**config.mk**
```make
export PLATFORM = sky130hd
export DESIGN_NAME = evc_edge_clock_cfg
export DESIGN_NICKNAME = d
export VERILOG_FILES = /design/src/rtl/evc_cfg_pkg.sv /design/src/rtl/evc_prescaler.sv /design/src/rtl/evc_edge_clock_cfg.sv
export SDC_FILE = /design/constraint.sdc
export NUM_CORES = 1
export LEC_CHECK = 0
export BUFFER_PORTS_ARGS = -buffer_cell sky130_fd_sc_hd__buf_2
export CORE_MARGIN = 3
export CORE_UTILIZATION = 54
export CTS_BUF_LIST = sky130_fd_sc_hd__clkbuf_8 sky130_fd_sc_hd__clkbuf_16
export CTS_CLUSTER_DIAMETER = 80
export CTS_CLUSTER_SIZE = 8
export DETAILED_ROUTE_END_ITERATION = 10
export GPL_TIMING_DRIVEN = 0
export PLACE_DENSITY_LB_ADDON = 0.2
export SLEW_MARGIN = 10
export SYNTH_ARGS = -nofsm -noshare
export SYNTH_HDL_FRONTEND = slang
export SYNTH_SLANG_ARGS = --single-unit
```
**constraint.sdc**
```tcl
create_clock -name pclk -period 2.3 [get_ports pclk]
set_input_delay 0.23 -clock pclk [delete_from_list [all_inputs] [get_ports pclk]]
set_output_delay 0.23 -clock pclk [all_outputs]
set_load 0.005 [all_outputs]
```
**src/rtl/evc_cfg_pkg.sv**
```systemverilog
// constants and register layouts for the event counter edge and clock configuration block
// assumes a 32-bit apb slave with word-aligned registers
package evc_cfg_pkg;

    localparam logic [11:0] OFF_INPUT_EDGE_SELECT      = 12'h000;
    localparam logic [11:0] OFF_COUNTER_CLOCK_CONTROL  = 12'h004;
    localparam logic [11:0] OFF_EVENT_STATUS           = 12'h008;
    localparam logic [11:0] OFF_EVENT_MASK             = 12'h00c;

    localparam logic [7:0] RST_INPUT_EDGE_SELECT     = 8'h00;
    localparam logic [7:0] RST_COUNTER_CLOCK_CONTROL = 8'h00;
    localparam logic [2:0] RST_EVENT_STATUS          = 3'h0;
    localparam logic [2:0] RST_EVENT_MASK            = 3'h0;

    // status and mask bit positions
    localparam int STS_GATE_EDGE = 0;
    localparam int STS_HIGH_EDGE = 1;
    localparam int STS_LOW_EDGE  = 2;
    localparam int STS_WIDTH     = 3;

    // prescaler taps: index i is system clock divided by 2**(i+1)
    localparam int PRESCALE_TAPS = 6;

    typedef enum logic [1:0] {
        EDGE_FALLING = 2'h0,
        EDGE_RISING  = 2'h1,
        EDGE_BOTH    = 2'h2,
        EDGE_NONE    = 2'h3
    } edge_mode_t;

    typedef enum logic [1:0] {
        CLK_PIN  = 2'h0,
        CLK_DIV2 = 2'h1,
        CLK_DIV4 = 2'h2,
        CLK_DIV8 = 2'h3
    } count_clock_t;

    typedef struct packed {
        edge_mode_t high_edge;
        edge_mode_t low_edge;
        edge_mode_t gate_edge;
        logic       gate_pwm_enable;
        logic       reserved0;
    } input_edge_select_t;

    typedef struct packed {
        count_clock_t high_clock;
        count_clock_t low_clock;
        logic [2:0]   pwm_clock;
        logic         reserved0;
    } counter_clock_control_t;

    typedef struct packed {
        logic       high_count_tick;
        logic       low_count_tick;
        logic       pwm_clock_tick;
        logic       gate_pwm_run;
    } count_strobes_t;

endpackage

```
**src/rtl/evc_prescaler.sv**
```systemverilog
// free-running system clock prescaler giving one-cycle enable taps
// assumes a single clock domain; taps are /2 up to /2**taps
`timescale 1ns/1ps
module evc_prescaler #(
    parameter int TAPS = 6
) (
    input  wire logic            pclk,
    input  wire logic            presetn,
    output logic [TAPS-1:0]      div_tick
);

    logic [TAPS-1:0] count_q;

    always_ff @(posedge pclk or negedge presetn) begin
        if (!presetn) begin
            count_q <= '0;
        end else begin
            count_q <= count_q + {{(TAPS-1){1'b0}}, 1'b1};
        end
    end

    // tap i fires once every 2**(i+1) cycles
    // running and keeps the part-select bounds constant
    always_comb begin
        logic all_ones;
        all_ones = 1'b1;
        for (int i = 0; i < TAPS; i++) begin
            all_ones    = all_ones & count_q[i];
            div_tick[i] = all_ones;
        end
    end

endmodule

```
**src/rtl/evc_edge_clock_cfg.sv**
```systemverilog
// edge select and counter clock control for the async event counter, apb slave
// assumes pins are asynchronous; gate_pwm_output comes from pwm logic on pclk
// Function
// high input edge: fall, rise, both
// low input edge: fall, rise, both
// gate pin edge: fall, rise, both
// software never writes edge code 11
// pwm enable 0: pwm halted, pin gates
// pwm enable 1: pwm runs, pin deselected
// software keeps reserved bit 0 at 0
// high clock: pin, /2, /4, /8
// low clock: pin, /2, /4
// low clock code 11 gives /8
// pwm clock /2 to /64, middle ignored
// counting passes only while gate high
// software halts pwm before reprogramming it
//
// Chosen here: the APB slave port and the address map.
`timescale 1ns/1ps
module evc_edge_clock_cfg #(
    parameter int ADDR_W = 12
) (
    input  wire logic                            pclk,
    input  wire logic                            presetn,
    input  wire logic                            psel,
    input  wire logic                            penable,
    input  wire logic                            pwrite,
    input  wire logic [ADDR_W-1:0]               paddr,
    input  wire logic [31:0]                     pwdata,
    output logic [31:0]                          prdata,
    output logic                                 pready,
    output logic                                 pslverr,
    input  wire logic                            high_event_input_pin,
    input  wire logic                            low_event_input_pin,
    input  wire logic                            event_gate_interrupt_pin,
    input  wire logic                            gate_pwm_output,
    output evc_cfg_pkg::count_strobes_t          strobes,
    output logic                                 irq
);

    evc_cfg_pkg::input_edge_select_t     edge_sel_q;
    evc_cfg_pkg::counter_clock_control_t clk_ctl_q;
    logic [evc_cfg_pkg::STS_WIDTH-1:0]   status_q;
    logic [evc_cfg_pkg::STS_WIDTH-1:0]   mask_q;
    logic [evc_cfg_pkg::STS_WIDTH-1:0]   status_seen_q;
    logic [evc_cfg_pkg::STS_WIDTH-1:0]   status_set;
    logic [31:0]                         prdata_q;
    logic                                pslverr_q;
    logic [2:0]                          sync1_q;
    logic [2:0]                          sync2_q;
    logic [2:0]                          prev_q;
    logic [evc_cfg_pkg::PRESCALE_TAPS-1:0] div_tick;
    logic                                setup_phase;
    logic                                access_phase;
    logic                                addr_hit;
    logic                                high_hit;
    logic                                low_hit;
    logic                                gate_pin_hit;
    logic                                gate_pwm_prev_q;
    logic                                gate_hit;
    logic                                gate_open;
    logic                                high_src;
    logic                                low_src;
    logic                                pwm_src;
    evc_cfg_pkg::count_strobes_t         strobes_q;

    function automatic logic edge_hit(input evc_cfg_pkg::edge_mode_t mode, input logic prev, input logic cur);
        case (mode)
            evc_cfg_pkg::EDGE_FALLING: edge_hit = prev & ~cur;
            evc_cfg_pkg::EDGE_RISING:  edge_hit = ~prev & cur;
            evc_cfg_pkg::EDGE_BOTH:    edge_hit = prev ^ cur;
            default:                   edge_hit = 1'b0;
        endcase
    endfunction

    function automatic logic clock_pick(input evc_cfg_pkg::count_clock_t sel, input logic pin_hit,
                                        input logic [evc_cfg_pkg::PRESCALE_TAPS-1:0] taps);
        case (sel)
            evc_cfg_pkg::CLK_PIN:  clock_pick = pin_hit;
            evc_cfg_pkg::CLK_DIV2: clock_pick = taps[0];
            evc_cfg_pkg::CLK_DIV4: clock_pick = taps[1];
            evc_cfg_pkg::CLK_DIV8: clock_pick = taps[2];
            default:               clock_pick = 1'b0;
        endcase
    endfunction

    evc_prescaler #(
        .TAPS (evc_cfg_pkg::PRESCALE_TAPS)
    ) u_prescaler (
        .pclk     (pclk),
        .presetn  (presetn),
        .div_tick (div_tick)
    );

    // pins: {gate, low, high}; first stage feeds only the second
    always_ff @(posedge pclk or negedge presetn) begin
        if (!presetn) begin
            sync1_q <= 3'h0;
            sync2_q <= 3'h0;
            prev_q  <= 3'h0;
        end else begin
            sync1_q <= {event_gate_interrupt_pin, low_event_input_pin, high_event_input_pin};
            sync2_q <= sync1_q;
            prev_q  <= sync2_q;
        end
    end

    always_ff @(posedge pclk or negedge presetn) begin
        if (!presetn) begin
            gate_pwm_prev_q <= 1'b0;
        end else begin
            gate_pwm_prev_q <= gate_pwm_output;
        end
    end

    always_comb begin
        // high edge decode
        high_hit     = edge_hit(edge_sel_q.high_edge, prev_q[0], sync2_q[0]);
        // low edge decode
        low_hit      = edge_hit(edge_sel_q.low_edge, prev_q[1], sync2_q[1]);
        // gate pin edge decode
        gate_pin_hit = edge_hit(edge_sel_q.gate_edge, prev_q[2], sync2_q[2]);
        // pwm output replaces the pin as gate source
        gate_hit     = edge_sel_q.gate_pwm_enable ?
                       edge_hit(edge_sel_q.gate_edge, gate_pwm_prev_q, gate_pwm_output) : gate_pin_hit;
        gate_open    = edge_sel_q.gate_pwm_enable ? gate_pwm_output : sync2_q[2];
        // high clock source
        high_src     = clock_pick(clk_ctl_q.high_clock, high_hit, div_tick);
        // low clock source, code 11 taken as /8
        low_src      = clock_pick(clk_ctl_q.low_clock, low_hit, div_tick);
        // pwm tap, middle bit ignored above /16
        case (clk_ctl_q.pwm_clock)
            3'h0:    pwm_src = div_tick[0];
            3'h1:    pwm_src = div_tick[1];
            3'h2:    pwm_src = div_tick[2];
            3'h3:    pwm_src = div_tick[3];
            3'h4,
            3'h6:    pwm_src = div_tick[4];
            default: pwm_src = div_tick[5];
        endcase
    end

    // strobes registered so the counters see clean one-cycle enables
    always_ff @(posedge pclk or negedge presetn) begin
        if (!presetn) begin
            strobes_q <= '0;
        end else begin
            // counting gated by pin or pwm level
            strobes_q.high_count_tick <= high_src & gate_open;
            strobes_q.low_count_tick  <= low_src & gate_open;
            // pwm clock halted while disabled
            strobes_q.pwm_clock_tick  <= pwm_src & edge_sel_q.gate_pwm_enable;
            // pwm run level
            strobes_q.gate_pwm_run    <= edge_sel_q.gate_pwm_enable;
        end
    end

    assign strobes = strobes_q;

    // apb: zero wait states, read data captured in setup
    assign setup_phase  = psel & ~penable;
    assign access_phase = psel & penable;
    assign addr_hit     = (paddr == evc_cfg_pkg::OFF_INPUT_EDGE_SELECT[ADDR_W-1:0]) |
                          (paddr == evc_cfg_pkg::OFF_COUNTER_CLOCK_CONTROL[ADDR_W-1:0]) |
                          (paddr == evc_cfg_pkg::OFF_EVENT_STATUS[ADDR_W-1:0]) |
                          (paddr == evc_cfg_pkg::OFF_EVENT_MASK[ADDR_W-1:0]);
    assign pready       = 1'b1;
    assign prdata       = prdata_q;
    assign pslverr      = pslverr_q & access_phase;

    always_ff @(posedge pclk or negedge presetn) begin
        if (!presetn) begin
            prdata_q      <= 32'h0000_0000;
            pslverr_q     <= 1'b0;
            status_seen_q <= '0;
        end else if (setup_phase) begin
            pslverr_q     <= ~addr_hit;
            status_seen_q <= '0;
            prdata_q      <= 32'h0000_0000;
            if (!pwrite && paddr == evc_cfg_pkg::OFF_EVENT_STATUS[ADDR_W-1:0]) begin
                status_seen_q <= status_q;
            end
            if (!pwrite) begin
                case (paddr)
                    evc_cfg_pkg::OFF_INPUT_EDGE_SELECT[ADDR_W-1:0]:     prdata_q[7:0] <= edge_sel_q;
                    evc_cfg_pkg::OFF_COUNTER_CLOCK_CONTROL[ADDR_W-1:0]: prdata_q[7:0] <= clk_ctl_q;
                    evc_cfg_pkg::OFF_EVENT_STATUS[ADDR_W-1:0]:          prdata_q[2:0] <= status_q;
                    evc_cfg_pkg::OFF_EVENT_MASK[ADDR_W-1:0]:            prdata_q[2:0] <= mask_q;
                    default:                                            prdata_q      <= 32'h0000_0000;
                endcase
            end
        end
    end

    // reserved bit 0 stays writable; software is expected to keep it 0
    always_ff @(posedge pclk or negedge presetn) begin
        if (!presetn) begin
            edge_sel_q <= evc_cfg_pkg::RST_INPUT_EDGE_SELECT;
            clk_ctl_q  <= evc_cfg_pkg::RST_COUNTER_CLOCK_CONTROL;
            mask_q     <= evc_cfg_pkg::RST_EVENT_MASK;
        end else if (access_phase && pwrite) begin
            case (paddr)
                evc_cfg_pkg::OFF_INPUT_EDGE_SELECT[ADDR_W-1:0]:     edge_sel_q <= pwdata[7:0];
                evc_cfg_pkg::OFF_COUNTER_CLOCK_CONTROL[ADDR_W-1:0]: clk_ctl_q  <= pwdata[7:0];
                evc_cfg_pkg::OFF_EVENT_MASK[ADDR_W-1:0]:            mask_q     <= pwdata[2:0];
                default:                                            mask_q     <= mask_q;
            endcase
        end
    end

    assign status_set = {low_hit, high_hit, gate_hit};

    // only bits that were returned are cleared; a new set wins
    always_ff @(posedge pclk or negedge presetn) begin
        if (!presetn) begin
            status_q <= evc_cfg_pkg::RST_EVENT_STATUS;
        end else if (access_phase && !pwrite) begin
            status_q <= (status_q & ~status_seen_q) | status_set;
        end else begin
            status_q <= status_q | status_set;
        end
    end

    assign irq = |(status_q & mask_q);

    high_falling_a: assert property (@(posedge pclk) disable iff (!presetn)
        (edge_sel_q.high_edge == evc_cfg_pkg::EDGE_FALLING && prev_q[0] && !sync2_q[0]) |-> high_hit)
        else $error("high falling edge not sensed");

    low_rising_a: assert property (@(posedge pclk) disable iff (!presetn)
        (edge_sel_q.low_edge == evc_cfg_pkg::EDGE_RISING) |-> (low_hit == (!prev_q[1] && sync2_q[1])))
        else $error("low rising edge decode wrong");

    gate_both_a: assert property (@(posedge pclk) disable iff (!presetn)
        (edge_sel_q.gate_edge == evc_cfg_pkg::EDGE_BOTH && !edge_sel_q.gate_pwm_enable &&
         prev_q[2] != sync2_q[2]) |=> status_q[evc_cfg_pkg::STS_GATE_EDGE])
        else $error("gate pin edge lost");

    pwm_halted_a: assert property (@(posedge pclk) disable iff (!presetn)
        !edge_sel_q.gate_pwm_enable |=> !strobes_q.pwm_clock_tick)
        else $error("pwm clock ran while halted");

    pin_deselect_a: assert property (@(posedge pclk) disable iff (!presetn)
        (edge_sel_q.gate_pwm_enable && !gate_pwm_output && high_src) |=> !strobes_q.high_count_tick)
        else $error("pin gated counting while pwm selected");

    high_div8_a: assert property (@(posedge pclk) disable iff (!presetn)
        (clk_ctl_q.high_clock == evc_cfg_pkg::CLK_DIV8 && gate_open && $stable(clk_ctl_q))
        |-> (high_src == div_tick[2]))
        else $error("high clock not divided by 8");

    low_div4_a: assert property (@(posedge pclk) disable iff (!presetn)
        (clk_ctl_q.low_clock == evc_cfg_pkg::CLK_DIV4 && div_tick[1] && gate_open) |=> strobes_q.low_count_tick)
        else $error("low divide by 4 tick missing");

    low_div8_a: assert property (@(posedge pclk) disable iff (!presetn)
        (clk_ctl_q.low_clock == evc_cfg_pkg::CLK_DIV8 && !div_tick[2]) |-> !low_src)
        else $error("low code 11 not divide by 8");

    pwm_div32_a: assert property (@(posedge pclk) disable iff (!presetn)
        (clk_ctl_q.pwm_clock[2] && !clk_ctl_q.pwm_clock[0]) |-> (pwm_src == div_tick[4]))
        else $error("pwm 1x0 not divide by 32");

    gate_closed_a: assert property (@(posedge pclk) disable iff (!presetn)
        !gate_open |=> (!strobes_q.high_count_tick && !strobes_q.low_count_tick))
        else $error("count passed with gate low");

    high_rising_a: assert property (@(posedge pclk) disable iff (!presetn)
        (edge_sel_q.high_edge == evc_cfg_pkg::EDGE_RISING) |-> (high_hit == (!prev_q[0] && sync2_q[0])))
        else $error("high rising edge decode wrong");

    high_both_a: assert property (@(posedge pclk) disable iff (!presetn)
        (edge_sel_q.high_edge == evc_cfg_pkg::EDGE_BOTH) |-> (high_hit == (prev_q[0] != sync2_q[0])))
        else $error("high both edge decode wrong");

    low_falling_a: assert property (@(posedge pclk) disable iff (!presetn)
        (edge_sel_q.low_edge == evc_cfg_pkg::EDGE_FALLING) |-> (low_hit == (prev_q[1] && !sync2_q[1])))
        else $error("low falling edge decode wrong");

    gate_rising_a: assert property (@(posedge pclk) disable iff (!presetn)
        (edge_sel_q.gate_edge == evc_cfg_pkg::EDGE_RISING && !edge_sel_q.gate_pwm_enable)
        |-> (gate_hit == (!prev_q[2] && sync2_q[2])))
        else $error("gate pin rising edge decode wrong");

    pin_gate_a: assert property (@(posedge pclk) disable iff (!presetn)
        (!edge_sel_q.gate_pwm_enable && sync2_q[2] && low_src) |=> strobes_q.low_count_tick)
        else $error("pin did not open the gate");

    pwm_run_a: assert property (@(posedge pclk) disable iff (!presetn)
        edge_sel_q.gate_pwm_enable |=> strobes_q.gate_pwm_run)
        else $error("pwm not running while enabled");

    pwm_gate_a: assert property (@(posedge pclk) disable iff (!presetn)
        (edge_sel_q.gate_pwm_enable && gate_pwm_output && high_src) |=> strobes_q.high_count_tick)
        else $error("pwm output did not open the gate");

    high_pin_a: assert property (@(posedge pclk) disable iff (!presetn)
        (clk_ctl_q.high_clock == evc_cfg_pkg::CLK_PIN && gate_open)
        |=> (strobes_q.high_count_tick == $past(high_hit)))
        else $error("high pin edge not passed as tick");

    low_div2_a: assert property (@(posedge pclk) disable iff (!presetn)
        (clk_ctl_q.low_clock == evc_cfg_pkg::CLK_DIV2 && div_tick[0] && gate_open) |=> strobes_q.low_count_tick)
        else $error("low divide by 2 tick missing");

    pwm_div64_a: assert property (@(posedge pclk) disable iff (!presetn)
        (clk_ctl_q.pwm_clock[2] && clk_ctl_q.pwm_clock[0]) |-> (pwm_src == div_tick[5]))
        else $error("pwm 1x1 not divide by 64");

    gate_open_a: assert property (@(posedge pclk) disable iff (!presetn)
        (gate_open && high_src) |=> strobes_q.high_count_tick)
        else $error("count blocked with gate open");

endmodule

```
Yosys cells after proc, flatten, opt, wreduce, memory -nomap -nowiden:

Cells that the tools add are included.
Widths: inputs -> output; s select.

* bits in writable memories: 0
* output and inout bits: 39
* bits of input ports: 53
* memories kept: 0
* logic and storage cells: 115
* ROM bits: 0
* latch bits: 0
* bits in registers: 78

* bitwise operators: 41
* order comparisons: 0
* add/subtract/negate cells: 1
* reduce and logical (&&, ||, !) cells: 16
* shift operators: 0
* divide/modulo/power cells: 0
* multiply operators: 0
* mux-type cells: 14
* eq/ne operators: 20

Operators by type and width (count)
* $eq 12x4->1 const B: 2
* $and 1x1->1: 19
* $eq 2x2->1 const B: 7
* $eq 12x3->1 const B: 1
* $logic_not 12->1: 1
* $pmux 1 s3: 4
* $pmux 3 s4: 1
* $eq 2x1->1 const B: 5
* $logic_not 2->1: 5
* $not 1->1: 10
* $pmux 5 s2: 1
* $mux 8: 1
* $pmux 1 s4: 2
* $add 6x1->6 const B: 1
* $and 3x3->3: 2
* $eq 3x2->1 const B: 2
* $eq 3x3->1 const B: 2
* $mux 3: 2
* $or 3x3->3: 2
* $reduce_and 2->1: 3
* $pmux 1 s5: 1
* $xor 1x1->1: 4
* $eq 3x1->1 const B: 1
* $logic_and 1x1->1: 3
* other kinds (7): 10

Depth between registers and ports, before layout:

Gate-level depths: netlist of run 1.

* depth after elaboration: 7
* depth in mapped cells: 5
* mapped depth without buffers: 5

By module:

Synthesis of run 1 repeated with hierarchy kept, for this count alone.

* cells, all modules: 220
* area total of the unflattened synthesis: 2706.3 um^2

Modules (own cells, without submodules)
* evc_edge_clock_cfg: area each 2447.3 um^2, cells each 201, times used 1, seq. area each 1201.2 um^2
* evc_prescaler: area each 259.0 um^2, cells each 19, times used 1, seq. area each 150.1 um^2

Worst setup path before layout of run 1:

No wires, ideal clock.

* kind: input to register
* start: input paddr[1]
* end: register clk_ctl_q[0] (netlist name)
* library setup time: 0.125 ns
* stages: 4
* slack: 0.423 ns
* buffers on the path: 1
* required time: 2.175 ns
* data arrival time: 1.752 ns
* path through: or4_1 > buf_2 > nor4_4 > mux2_2

* longest elaborated chain between the ends: 2

RTL lines
* start, declared: RTL line evc_edge_clock_cfg.sv:28 `input wire logic [ADDR_W-1:0] paddr,`
* $eq 12x3->1: RTL line evc_edge_clock_cfg.sv:202 `case (paddr)`
* $reduce_and 2->1 (no source line)
* end signal, assigned: RTL line evc_edge_clock_cfg.sv:199 `clk_ctl_q <= evc_cfg_pkg::RST_COUNTER_CLOCK_CONTROL;`
* end signal, assigned: RTL line evc_edge_clock_cfg.sv:204 `evc_cfg_pkg::OFF_COUNTER_CLOCK_CONTROL[ADDR_W-1:0]: clk_ctl_q <= pwdata[7:0];`
* end, declared: RTL line evc_edge_clock_cfg.sv:42 `evc_cfg_pkg::counter_clock_control_t clk_ctl_q;`

Every way passes these cells.
A chain may end at the register's enable or synchronous reset.

Final worst setup path of run 1:

* start: input paddr[9]
* end: register edge_sel_q[5] (netlist name)

* longest elaborated chain between the ends: 2

RTL lines
* $logic_not 12->1: RTL line evc_edge_clock_cfg.sv:202
* $reduce_and 2->1 (no source line)
* end signal, assigned: RTL line evc_edge_clock_cfg.sv:198 `edge_sel_q <= evc_cfg_pkg::RST_INPUT_EDGE_SELECT;`
* end signal, assigned: RTL line evc_edge_clock_cfg.sv:203 `evc_cfg_pkg::OFF_INPUT_EDGE_SELECT[ADDR_W-1:0]: edge_sel_q <= pwdata[7:0];`
* end, declared: RTL line evc_edge_clock_cfg.sv:41 `evc_cfg_pkg::input_edge_select_t edge_sel_q;`

Every way passes these cells.

==> flow_summary.yaml, run 1 <==
logic_synthesis:
  synth_most_common_cell: "dfrtp_1"
  synth_edf_count: 0
  synth_seq_cells: 54
  syn_area_um2: 2690
  netlist_top_cells_count: "dfrtp_1, buf_4, mux2_2"
  ys_seq_area_frac: 0.502
  ys_async_sr_fraction: 1.00
  synth_warnings: 0
  synth_top_area_cell: "dfrtp_1"
  synth_cell_types: 44
  synth_area_per_cell_um2: 12.0
  synth_area_leaders: "dfrtp_1, mux2_2, buf_4"
  synthFlopType: "dfrtp_1"
  yosysTopAreaCellShare: 0.502
  syn_inst: 225
layout:
  fin_nets: 361
  drive_above_1_share: 0.351
  fin_cells: 366
  areaGrowthSynthToFinish_pct: 18.0
  antennaDiodeCount: 0
  stdcell_area_um2: 3170
critical_path:
  critPathTopFamily: "simple AND/OR/NAND/NOR gates"
  critPathCaptureType: "register"
  reg2reg_depth: 5
  crit_chain: "buf_2 > or4_1 > clkbuf_1 > nor4_4 > mux2_2"
  critical_path.max_stage_delay_ns: 0.63
  critPathRequiredTime_ns: 2.50
  r2r_start: "u_prescaler.count_q[0]"
  worstPathArrival_ns: 2.08
  cpMaxStageDelayCell: "nor4_4"
  crit_path_max_fanout: 8
  critPathLaunchType: "primary input"
  crit_type: "in -> reg"
  critical_path_buf_inv_count: 2
  r2r_slack_ns: 0.69
  r2r_end: "strobes[2]"
global_route:
  antenna_found_initial: 0
  grt_max_degree: 55
  grt_pass1_vias: 1788
  grt.total_usage: 0.185
  grt-ovfl-total: 0
  grt_pass1_wl_um: 8550
clock_tree:
  cts_buffers: 5
  cts.sinks: 54
  cts_tree: "done"
  root_buffer: "clkbuf_8"
  postCtsSetupBuffers: 0
  clk_pin_slew_ns: 0.10
  cts.hold.buffers_added: 0
  clk_path_buf_depth: 2
  clock_latency_ns: 0.31
  post_cts_resized: 0
  cts-htree-levels: 2
hold_path:
  hold_path.class: "in -> reg"
  hold_start: "high_event_input_pin"
  whs_endpoint: "sync1_q[0]"
  holdPathStages: 1
floorplan:
  coreArea_um2: 4750
  rows: 25
  fp.dieH_um: 76.6
  ioPinCount: 92
  initial_core_util: 0.566
  dieWidth_um: 76.6
  die_area_um2: 5860
timing:
  max_slew.worst_pin.slew_ns: 0.702
  setup_viol: 0
  final.setup.tns_ns: 0
  hold_violations: 0
  fmaxAchievable_ghz: 0.531
  rsz0062_at_grt: "false"
  relSlewSlack: 0.532
  slew_viol_final: 0
  finalWorstSetupSlack_ns: 0.417
  timing.final.crit_period_ns: 1.88
  clock_skew_ns: 0.00694
  post-route-period-util: 0.819
power_and_ir_drop:
  switchingPower_w: 0.000398
  max-vdd-ir-drop_uv: 420
  power_leakage_nw: 1.63
  power.internal_w: 0.00125
  p_clk_frac: 0.321
  p_comb_frac: 0.093
  sw_frac_of_total: 0.242
  p_per_area_nw_per_um2: 519
  seqPwrFrac: 0.586
route:
  routedWlPerCell_um: 13.7
  vias: 1823
  drtIter0Drc: 62
  drc: 0
  ant_nets: 0
  via_per_inst: 4.98
  dr.pass1.iters: 4
  wirelength_um: 5000
placement:
  placed_area_um2: 3070
  port_buffers: 42
  place_inst: 357
  place_hpwl_um: 3810
  place.gp.congestion: 0.813
  place_worst_setup_slack_ns: 0.0634
outcome:
  status: "finished clean"
job:
  cap_violations: 0
[worst max-delay path by stage]
stage	from	end	slack, ns	cells after the start
floorplan	paddr[1]	clk_ctl_q[0]	0.42	4
global placement	paddr[9]	edge_sel_q[4]	0.08	5
detailed placement	paddr[9]	edge_sel_q[5]	0.06	5
CTS	paddr[9]	edge_sel_q[5]	0.41	5
global route	paddr[9]	edge_sel_q[3]	0.34	5
finish	paddr[9]	edge_sel_q[5]	0.42	5
[flip-flops by register name, summed over array words and instances (netlist names)]
name and flops:
gate_pwm_prev_q 1, edge_sel_q 8, sync1_q 3, status_seen_q 3, strobes 4, prdata 8, clk_ctl_q 8, u_prescaler.count_q 6
mask_q 3, sync2_q 3, pslverr_q 1, status_q 3, prev_q 3
[routing by layer]
metal / up-vias / GRT usage / share of wire
met5: - / 0 / 0
met4: 0 / 0.0851 / 0.024
met3: 10 / 0.0331 / 0.045
met2: 41 / 0.314 / 0.51
met1: 877 / 0.229 / 0.43
li1: 895 / - / -
[worst register-to-register path: cells and delay by family, from the launching register on]
family / cells / cell delay, ns
compound gates: 2 / 0.47
fa+ha+maj: 2 / 0.52
flops: 1 / 0.45
mux: 1 / 0.09
[kinds of logic after synthesis]
| logic type | count (synthesis) | synth area share |
|---|---|---|
| mux | 34 | 0.155 |
| buf+inv | 47 | 0.101 |
| fa+ha+maj | 10 | 0.0465 |
| xor+xnor | 3 | 0.00977 |
| compound gates | 30 | 0.0735 |
| other cells | 2 | 0.00279 |
| flops | 54 | 0.502 |
| simple gates | 45 | 0.109 |
[area by class of cell]
cell class | count | area [um2]
buffer | 30 | 208
clock buffer | 5 | 68.8
clock inverter | 3 | 21.3
fill | 395 | 1580
inverter | 17 | 63.8
multi-input combinational | 147 | 1150
sequential | 54 | 1350
tap | 67 | 83.8
timing repair buffer | 43 | 223
[cells in the final DEF (no fill, tap or decap), types with 4 or more instances in the layout]
| cell | n |
|---|---|
| ha_1 | 10 |
| mux2i_1 | 9 |
| inv_1 | 17 |
| nand2_1 | 11 |
| o21ai_0 | 14 |
| dfrtp_1 | 54 |
| buf_4 | 26 |
| nor2_1 | 5 |
| buf_2 | 42 |
| conb_1 | 25 |
| mux4_2 | 4 |
| mux2_2 | 20 |
| clkbuf_8 | 5 |
[power groups by stage]
stage | sequential, W | combinational, W | clock (W)
floorplan | 0.000983 | 0.0000853 | 0
global route | 0.000967 | 0.000174 | 0.000578
detailed placement | 0.000984 | 0.000150 | 0
global placement | 0.000983 | 0.000147 | 0
CTS | 0.000965 | 0.000150 | 0.000544
finish | 0.000965 | 0.000153 | 0.000528
[per-stage QoR]
| stage | total power, W | hold WS (ns) | util |
|---|---|---|---|
| after floorplan | 0.00107 | -0.0656 | - |
| after global placement | 0.00113 | 0.332 | 0.646 |
| after detailed placement | 0.00113 | 0.335 | 0.646 |
| after CTS | 0.00166 | 0.00813 | 0.665 |
| after global routing | 0.00172 | 0.00782 | 0.667 |
| final | 0.00165 | 0.0180 | 0.667 |
No activity file was read; power rests on OpenSTA's default activity.
==> run 2: changes to the inputs <==
CORE_UTILIZATION = 50   (was 54)
clock period = 1.9 ns   (was 2.3 ns; I/O delays follow)
==> run 2 against run 1 <==
  * Combinational power is 24% higher
  * Routed wire length grew 4.0%
  * Count of clock-buffer cells in the layout did not move
  * Setup slack worse by 0.28 ns
  * Highest routed layer unchanged
  * Via count rose by 1.2%
  * Sequential share of layout area shrank 0.76 points
  * Flip-flop and latch count did not move
  * Sequential power is 21% higher
  * First-iteration DRC count rose by 66%
  * Clock power is 24% higher
  * Clock skew about the same
==> flow_summary.yaml, run 2 (synthesis results as in run 1) <==
outcome:
  status: "finished clean"
layout:
  layout_common_cells: "dfrtp_1, buf_2, buf_4"
  fin_nets: 365
  final_common_cell: "dfrtp_1"
  drive_above_1_share: 0.350
  areaGrowthSynthToFinish_pct: 20.1
  stdcell_area_um2: 3230
  final_util: 0.629
  antennaDiodeCount: 0
global_route:
  grt_pass1_wl_um: 8530
  grt_pass1_vias: 1806
  grt_max_degree: 55
  antenna_found_initial: 0
  grt.total_usage: 0.178
  grt-ovfl-total: 0
route:
  dr.pass1.iters: 4
  drc: 0
  vias: 1845
  routedWlPerCell_um: 13.9
  drtIter0Drc: 103
  wirelength_um: 5200
  via_per_inst: 4.95
  ant_nets: 0
power_and_ir_drop:
  p_per_area_nw_per_um2: 624
  power_leakage_nw: 1.65
  max-vdd-ir-drop_uv: 339
clock_tree:
  post_cts_resized: 0
  root_buffer: "clkbuf_8"
  clock_latency_ns: 0.31
  cts_buffers: 5
  clk_path_buf_depth: 2
  clk_pin_slew_ns: 0.10
  cts.sinks: 54
  cts-htree-levels: 2
  cts_tree: "done"
critical_path:
  crit_path_max_fanout: 8
  critical_path_buf_inv_count: 2
  crit_type: "in -> reg"
  worstPathArrival_ns: 1.97
  critPathTopFamily: "simple AND/OR/NAND/NOR gates"
  critPathCaptureType: "register"
  crit_chain: "buf_2 > or4_1 > clkbuf_1 > nor4_4 > mux2_2"
  cpMaxStageDelayCell: "nor4_4"
  critPathLaunchType: "primary input"
  critPathRequiredTime_ns: 2.11
  critical_path.max_stage_delay_ns: 0.54
floorplan:
  initial_core_util: 0.523
  coreArea_um2: 5140
  dieWidth_um: 79.4
  rows: 26
  fp.dieH_um: 79.4
  ioPinCount: 92
  die_area_um2: 6300
placement:
  placed_area_um2: 3070
  place.gp.congestion: 0.762
  place_worst_setup_slack_ns: -0.324
  port_buffers: 42
  place_hpwl_um: 3950
timing:
  finalWorstSetupSlack_ns: 0.134
  timing.final.crit_period_ns: 1.77
  fmaxAchievable_ghz: 0.566
  slew_viol_final: 0
  clock_skew_ns: 0.00675
  setup_viol: 0
  whs_ns: 0.0369
  max_slew.worst_pin.slew_ns: 0.683
  hold_violations: 0
  post-route-period-util: 0.929
  relSlewSlack: 0.545
  rsz0062_at_grt: "false"
job:
  cap_violations: 0
hold_path:
  hold_path.class: "in -> reg"
## run 2: final timing paths
check	start	to	slack (ns)	depth (start not counted)
max in group asynchronous	presetn	sync1_q[1]	1.01	2
min	gate_pwm_output	gate_pwm_prev_q	0.04	1
max	paddr[9]	clk_ctl_q[4]	0.13	5
min in group asynchronous	presetn	gate_pwm_prev_q	0.44	2
min reg2reg	sync1_q[1]	sync2_q[1]	0.36	0
max reg2reg	u_prescaler.count_q[0]	strobes[2]	0.31	5
## run 2: layer usage
metal  vias to the layer above  GRT usage  share of wire
li1                        898          -              -
met1                       899      0.214           0.43
met3                         6     0.0397          0.046
met5                         -          0              0
met4                         0     0.0601          0.012
met2                        42      0.313           0.52
## run 2: timing repair
| item | 4_1_cts | 5_1_grt |
|---|---|---|
| hold endpoints to repair | 3 | 54 |
| hold buffers | 3 | 1 |
| setup endpoints to repair | 0 | 15 |
| buffers inserted | 0 | 1 |
## run 2: worst reg2reg max path, stage by stage (launching register included)
cell	delay (ns)
dfrtp_1	0.45
ha_1	0.28
ha_1	0.23
mux2i_1	0.08
a221o_1	0.34
a21oi_1	0.13
## run 2: per-stage QoR
step	TNS, ns	cells	total power, W
after floorplan	0	248	0.00129
after global placement	-4.62	360	0.00137
after detailed placement	-5.34	360	0.00138
after CTS	0	371	0.00203
after global routing	0	373	0.00212
final	0	373	0.00202
## run 2: layout make-up
cell class / instances / area (um2)
clock inverter: 3 / 25.0
inverter: 17 / 63.8
buffer: 30 / 208
multi-input combinational: 147 / 1150
timing repair buffer: 47 / 273
fill: 433 / 1910
tap: 70 / 87.6
sequential: 54 / 1350
clock buffer: 5 / 68.8
## run 2: power by group
| part | total (W) | switching, W | internal, W |
|---|---|---|---|
| clock | 0.000657 | 0.000391 | 0.000267 |
| sequential | 0.00117 | 0.00000706 | 0.00116 |
| combinational | 0.000189 | 0.0000965 | 0.0000930 |
| total | 0.00202 | 0.000494 | 0.00152 |
==> run 3: changes to the inputs <==
PLACE_DENSITY = 0.81   (was default)
PLACE_DENSITY_LB_ADDON = default   (was 0.2)
REMOVE_ABC_BUFFERS = 1   (was default)
==> run 3 against run 2 <==
  * Utilization down 4.2 points
  * Clock skew barely moved
  * Total power shrank 2.8%
  * Design area shrank 6.7%
  * Count of clock-buffer cells in the layout up 1
  * Fmax decreased by 3.9%
  * Die area unchanged
  * First-iteration DRC count down 14%
  * Setup slack got worse by 0.071 ns
  * Sequential share of layout area up 3.0 points
  * Critical path type unchanged
  * Largest cell class unchanged
==> flow_summary.yaml, run 3 (synthesis results as in run 1) <==
hold_path:
  holdPathStages: 1
  hold_path.class: "in -> reg"
global_route:
  grt-ovfl-total: 0
  grt.total_usage: 0.166
  grt_max_degree: 55
  grt_pass1_vias: 1708
  antenna_found_initial: 0
  grt_pass1_wl_um: 8000
floorplan:
  rows: 26
  ioPinCount: 92
  fp.dieH_um: 79.4
  dieWidth_um: 79.4
  die_area_um2: 6300
  coreArea_um2: 5140
  initial_core_util: 0.523
route:
  ant_nets: 0
  drc: 0
  routedWlPerCell_um: 14.6
  vias: 1767
  dr.pass1.iters: 4
  via_per_inst: 5.14
  wirelength_um: 5030
  drtIter0Drc: 89
clock_tree:
  root_buffer: "clkbuf_8"
  post_cts_resized: 0
  clock_latency_ns: 0.30
  cts_tree: "done"
  cts-htree-levels: 2
  cts.sinks: 54
  cts_buffers: 5
  clk_pin_slew_ns: 0.09
  clk_path_buf_depth: 2
power_and_ir_drop:
  power_leakage_nw: 1.52
  p_per_area_nw_per_um2: 649
  max-vdd-ir-drop_uv: 415
  finalPower_w: 0.00196
timing:
  final.setup.tns_ns: 0
  rsz0062_at_grt: "false"
  slew_viol_final: 0
  hold_violations: 0
  fmaxAchievable_ghz: 0.545
  relSlewSlack: 0.543
  timing.final.crit_period_ns: 1.84
  clock_skew_ns: 0.00718
  max_slew.worst_pin.slew_ns: 0.680
  whs_ns: 0.0412
  post-route-period-util: 0.966
  setup_viol: 0
placement:
  port_buffers: 42
  place.gp.congestion: 0.788
  place_inst: 330
  place_hpwl_um: 3740
critical_path:
  crit_path_max_fanout: 8
  critPathLaunchType: "primary input"
  crit_type: "in -> reg"
  critPathRequiredTime_ns: 2.09
  critPathCaptureType: "register"
  worstPathArrival_ns: 2.03
  reg2reg_depth: 5
layout:
  drive_above_1_share: 0.292
  antennaDiodeCount: 0
  ff_latch_area_um2: 1350
  fin_cells: 344
  final_common_cell: "dfrtp_1"
  multiInputGateArea_um2: 1150
  fillCellCount: 451
  fin_nets: 336
  layout_common_cells: "dfrtp_1, buf_2, conb_1"
  areaGrowthSynthToFinish_pct: 12.1
outcome:
  status: "finished clean"
job:
  cap_violations: 0
run 3: worst max-delay path, stage by stage:
cell    delay (ns)
buf_2         0.09
or4_1         0.69
nor4_4        0.64
mux2_2        0.40
run 3: metal layers:
metal,track usage,up-vias,part of all wire
li1,-,839,-
met1,0.205,880,0.41
met2,0.287,40,0.53
met3,0.0340,8,0.047
met4,0.0584,0,0.012
met5,0,-,0
run 3: final timing paths:
path,from,to,slack (ns)
max in group asynchronous,presetn,u_prescaler.count_q[5],1.01
setup / recovery,paddr[1],clk_ctl_q[4],0.06
min in group asynchronous,presetn,clk_ctl_q[7],0.45
setup reg to reg,u_prescaler.count_q[0],strobes[2],0.31
hold / removal,gate_pwm_output,gate_pwm_prev_q,0.04
hold reg to reg,sync1_q[0],sync2_q[0],0.35
run 3: power by group:
| part | switching (W) | total (W) | internal (W) |
|---|---|---|---|
| clock network | 0.000352 | 0.000642 | 0.000289 |
| registers | 0.00000689 | 0.00117 | 0.00116 |
| logic | 0.0000892 | 0.000148 | 0.0000592 |
| total | 0.000448 | 0.00196 | 0.00151 |
run 3: area by class of cell:
class                   count  share of cell area
clock buffers               6              0.0274
well taps                  70              0.0290
clock inverters             2             0.00290
flip-flops and latches     54               0.448
repair buffers             48              0.0888
inverters                  17              0.0212
multi-input cells         147               0.383
run 3: timing repair:
item	in CTS	in global routing
setup endpoints to repair	8	16
setup buffers	0	2
endpoints found under the hold margin	3	54
hold buffers	3	1
pin swaps	1	2
run 3: per-stage QoR:
| stage | util | setup slack (ns) | instance area [um2] |
|---|---|---|---|
| global route | 0.587 | 0.0331 | 3020 |
| detailed placement | 0.558 | -0.361 | 2870 |
| CTS | 0.581 | 0.0216 | 2990 |
| global placement | 0.558 | -0.305 | 2870 |
| finish | 0.587 | 0.0637 | 3020 |
| floorplan | - | 0.0193 | 2570 |
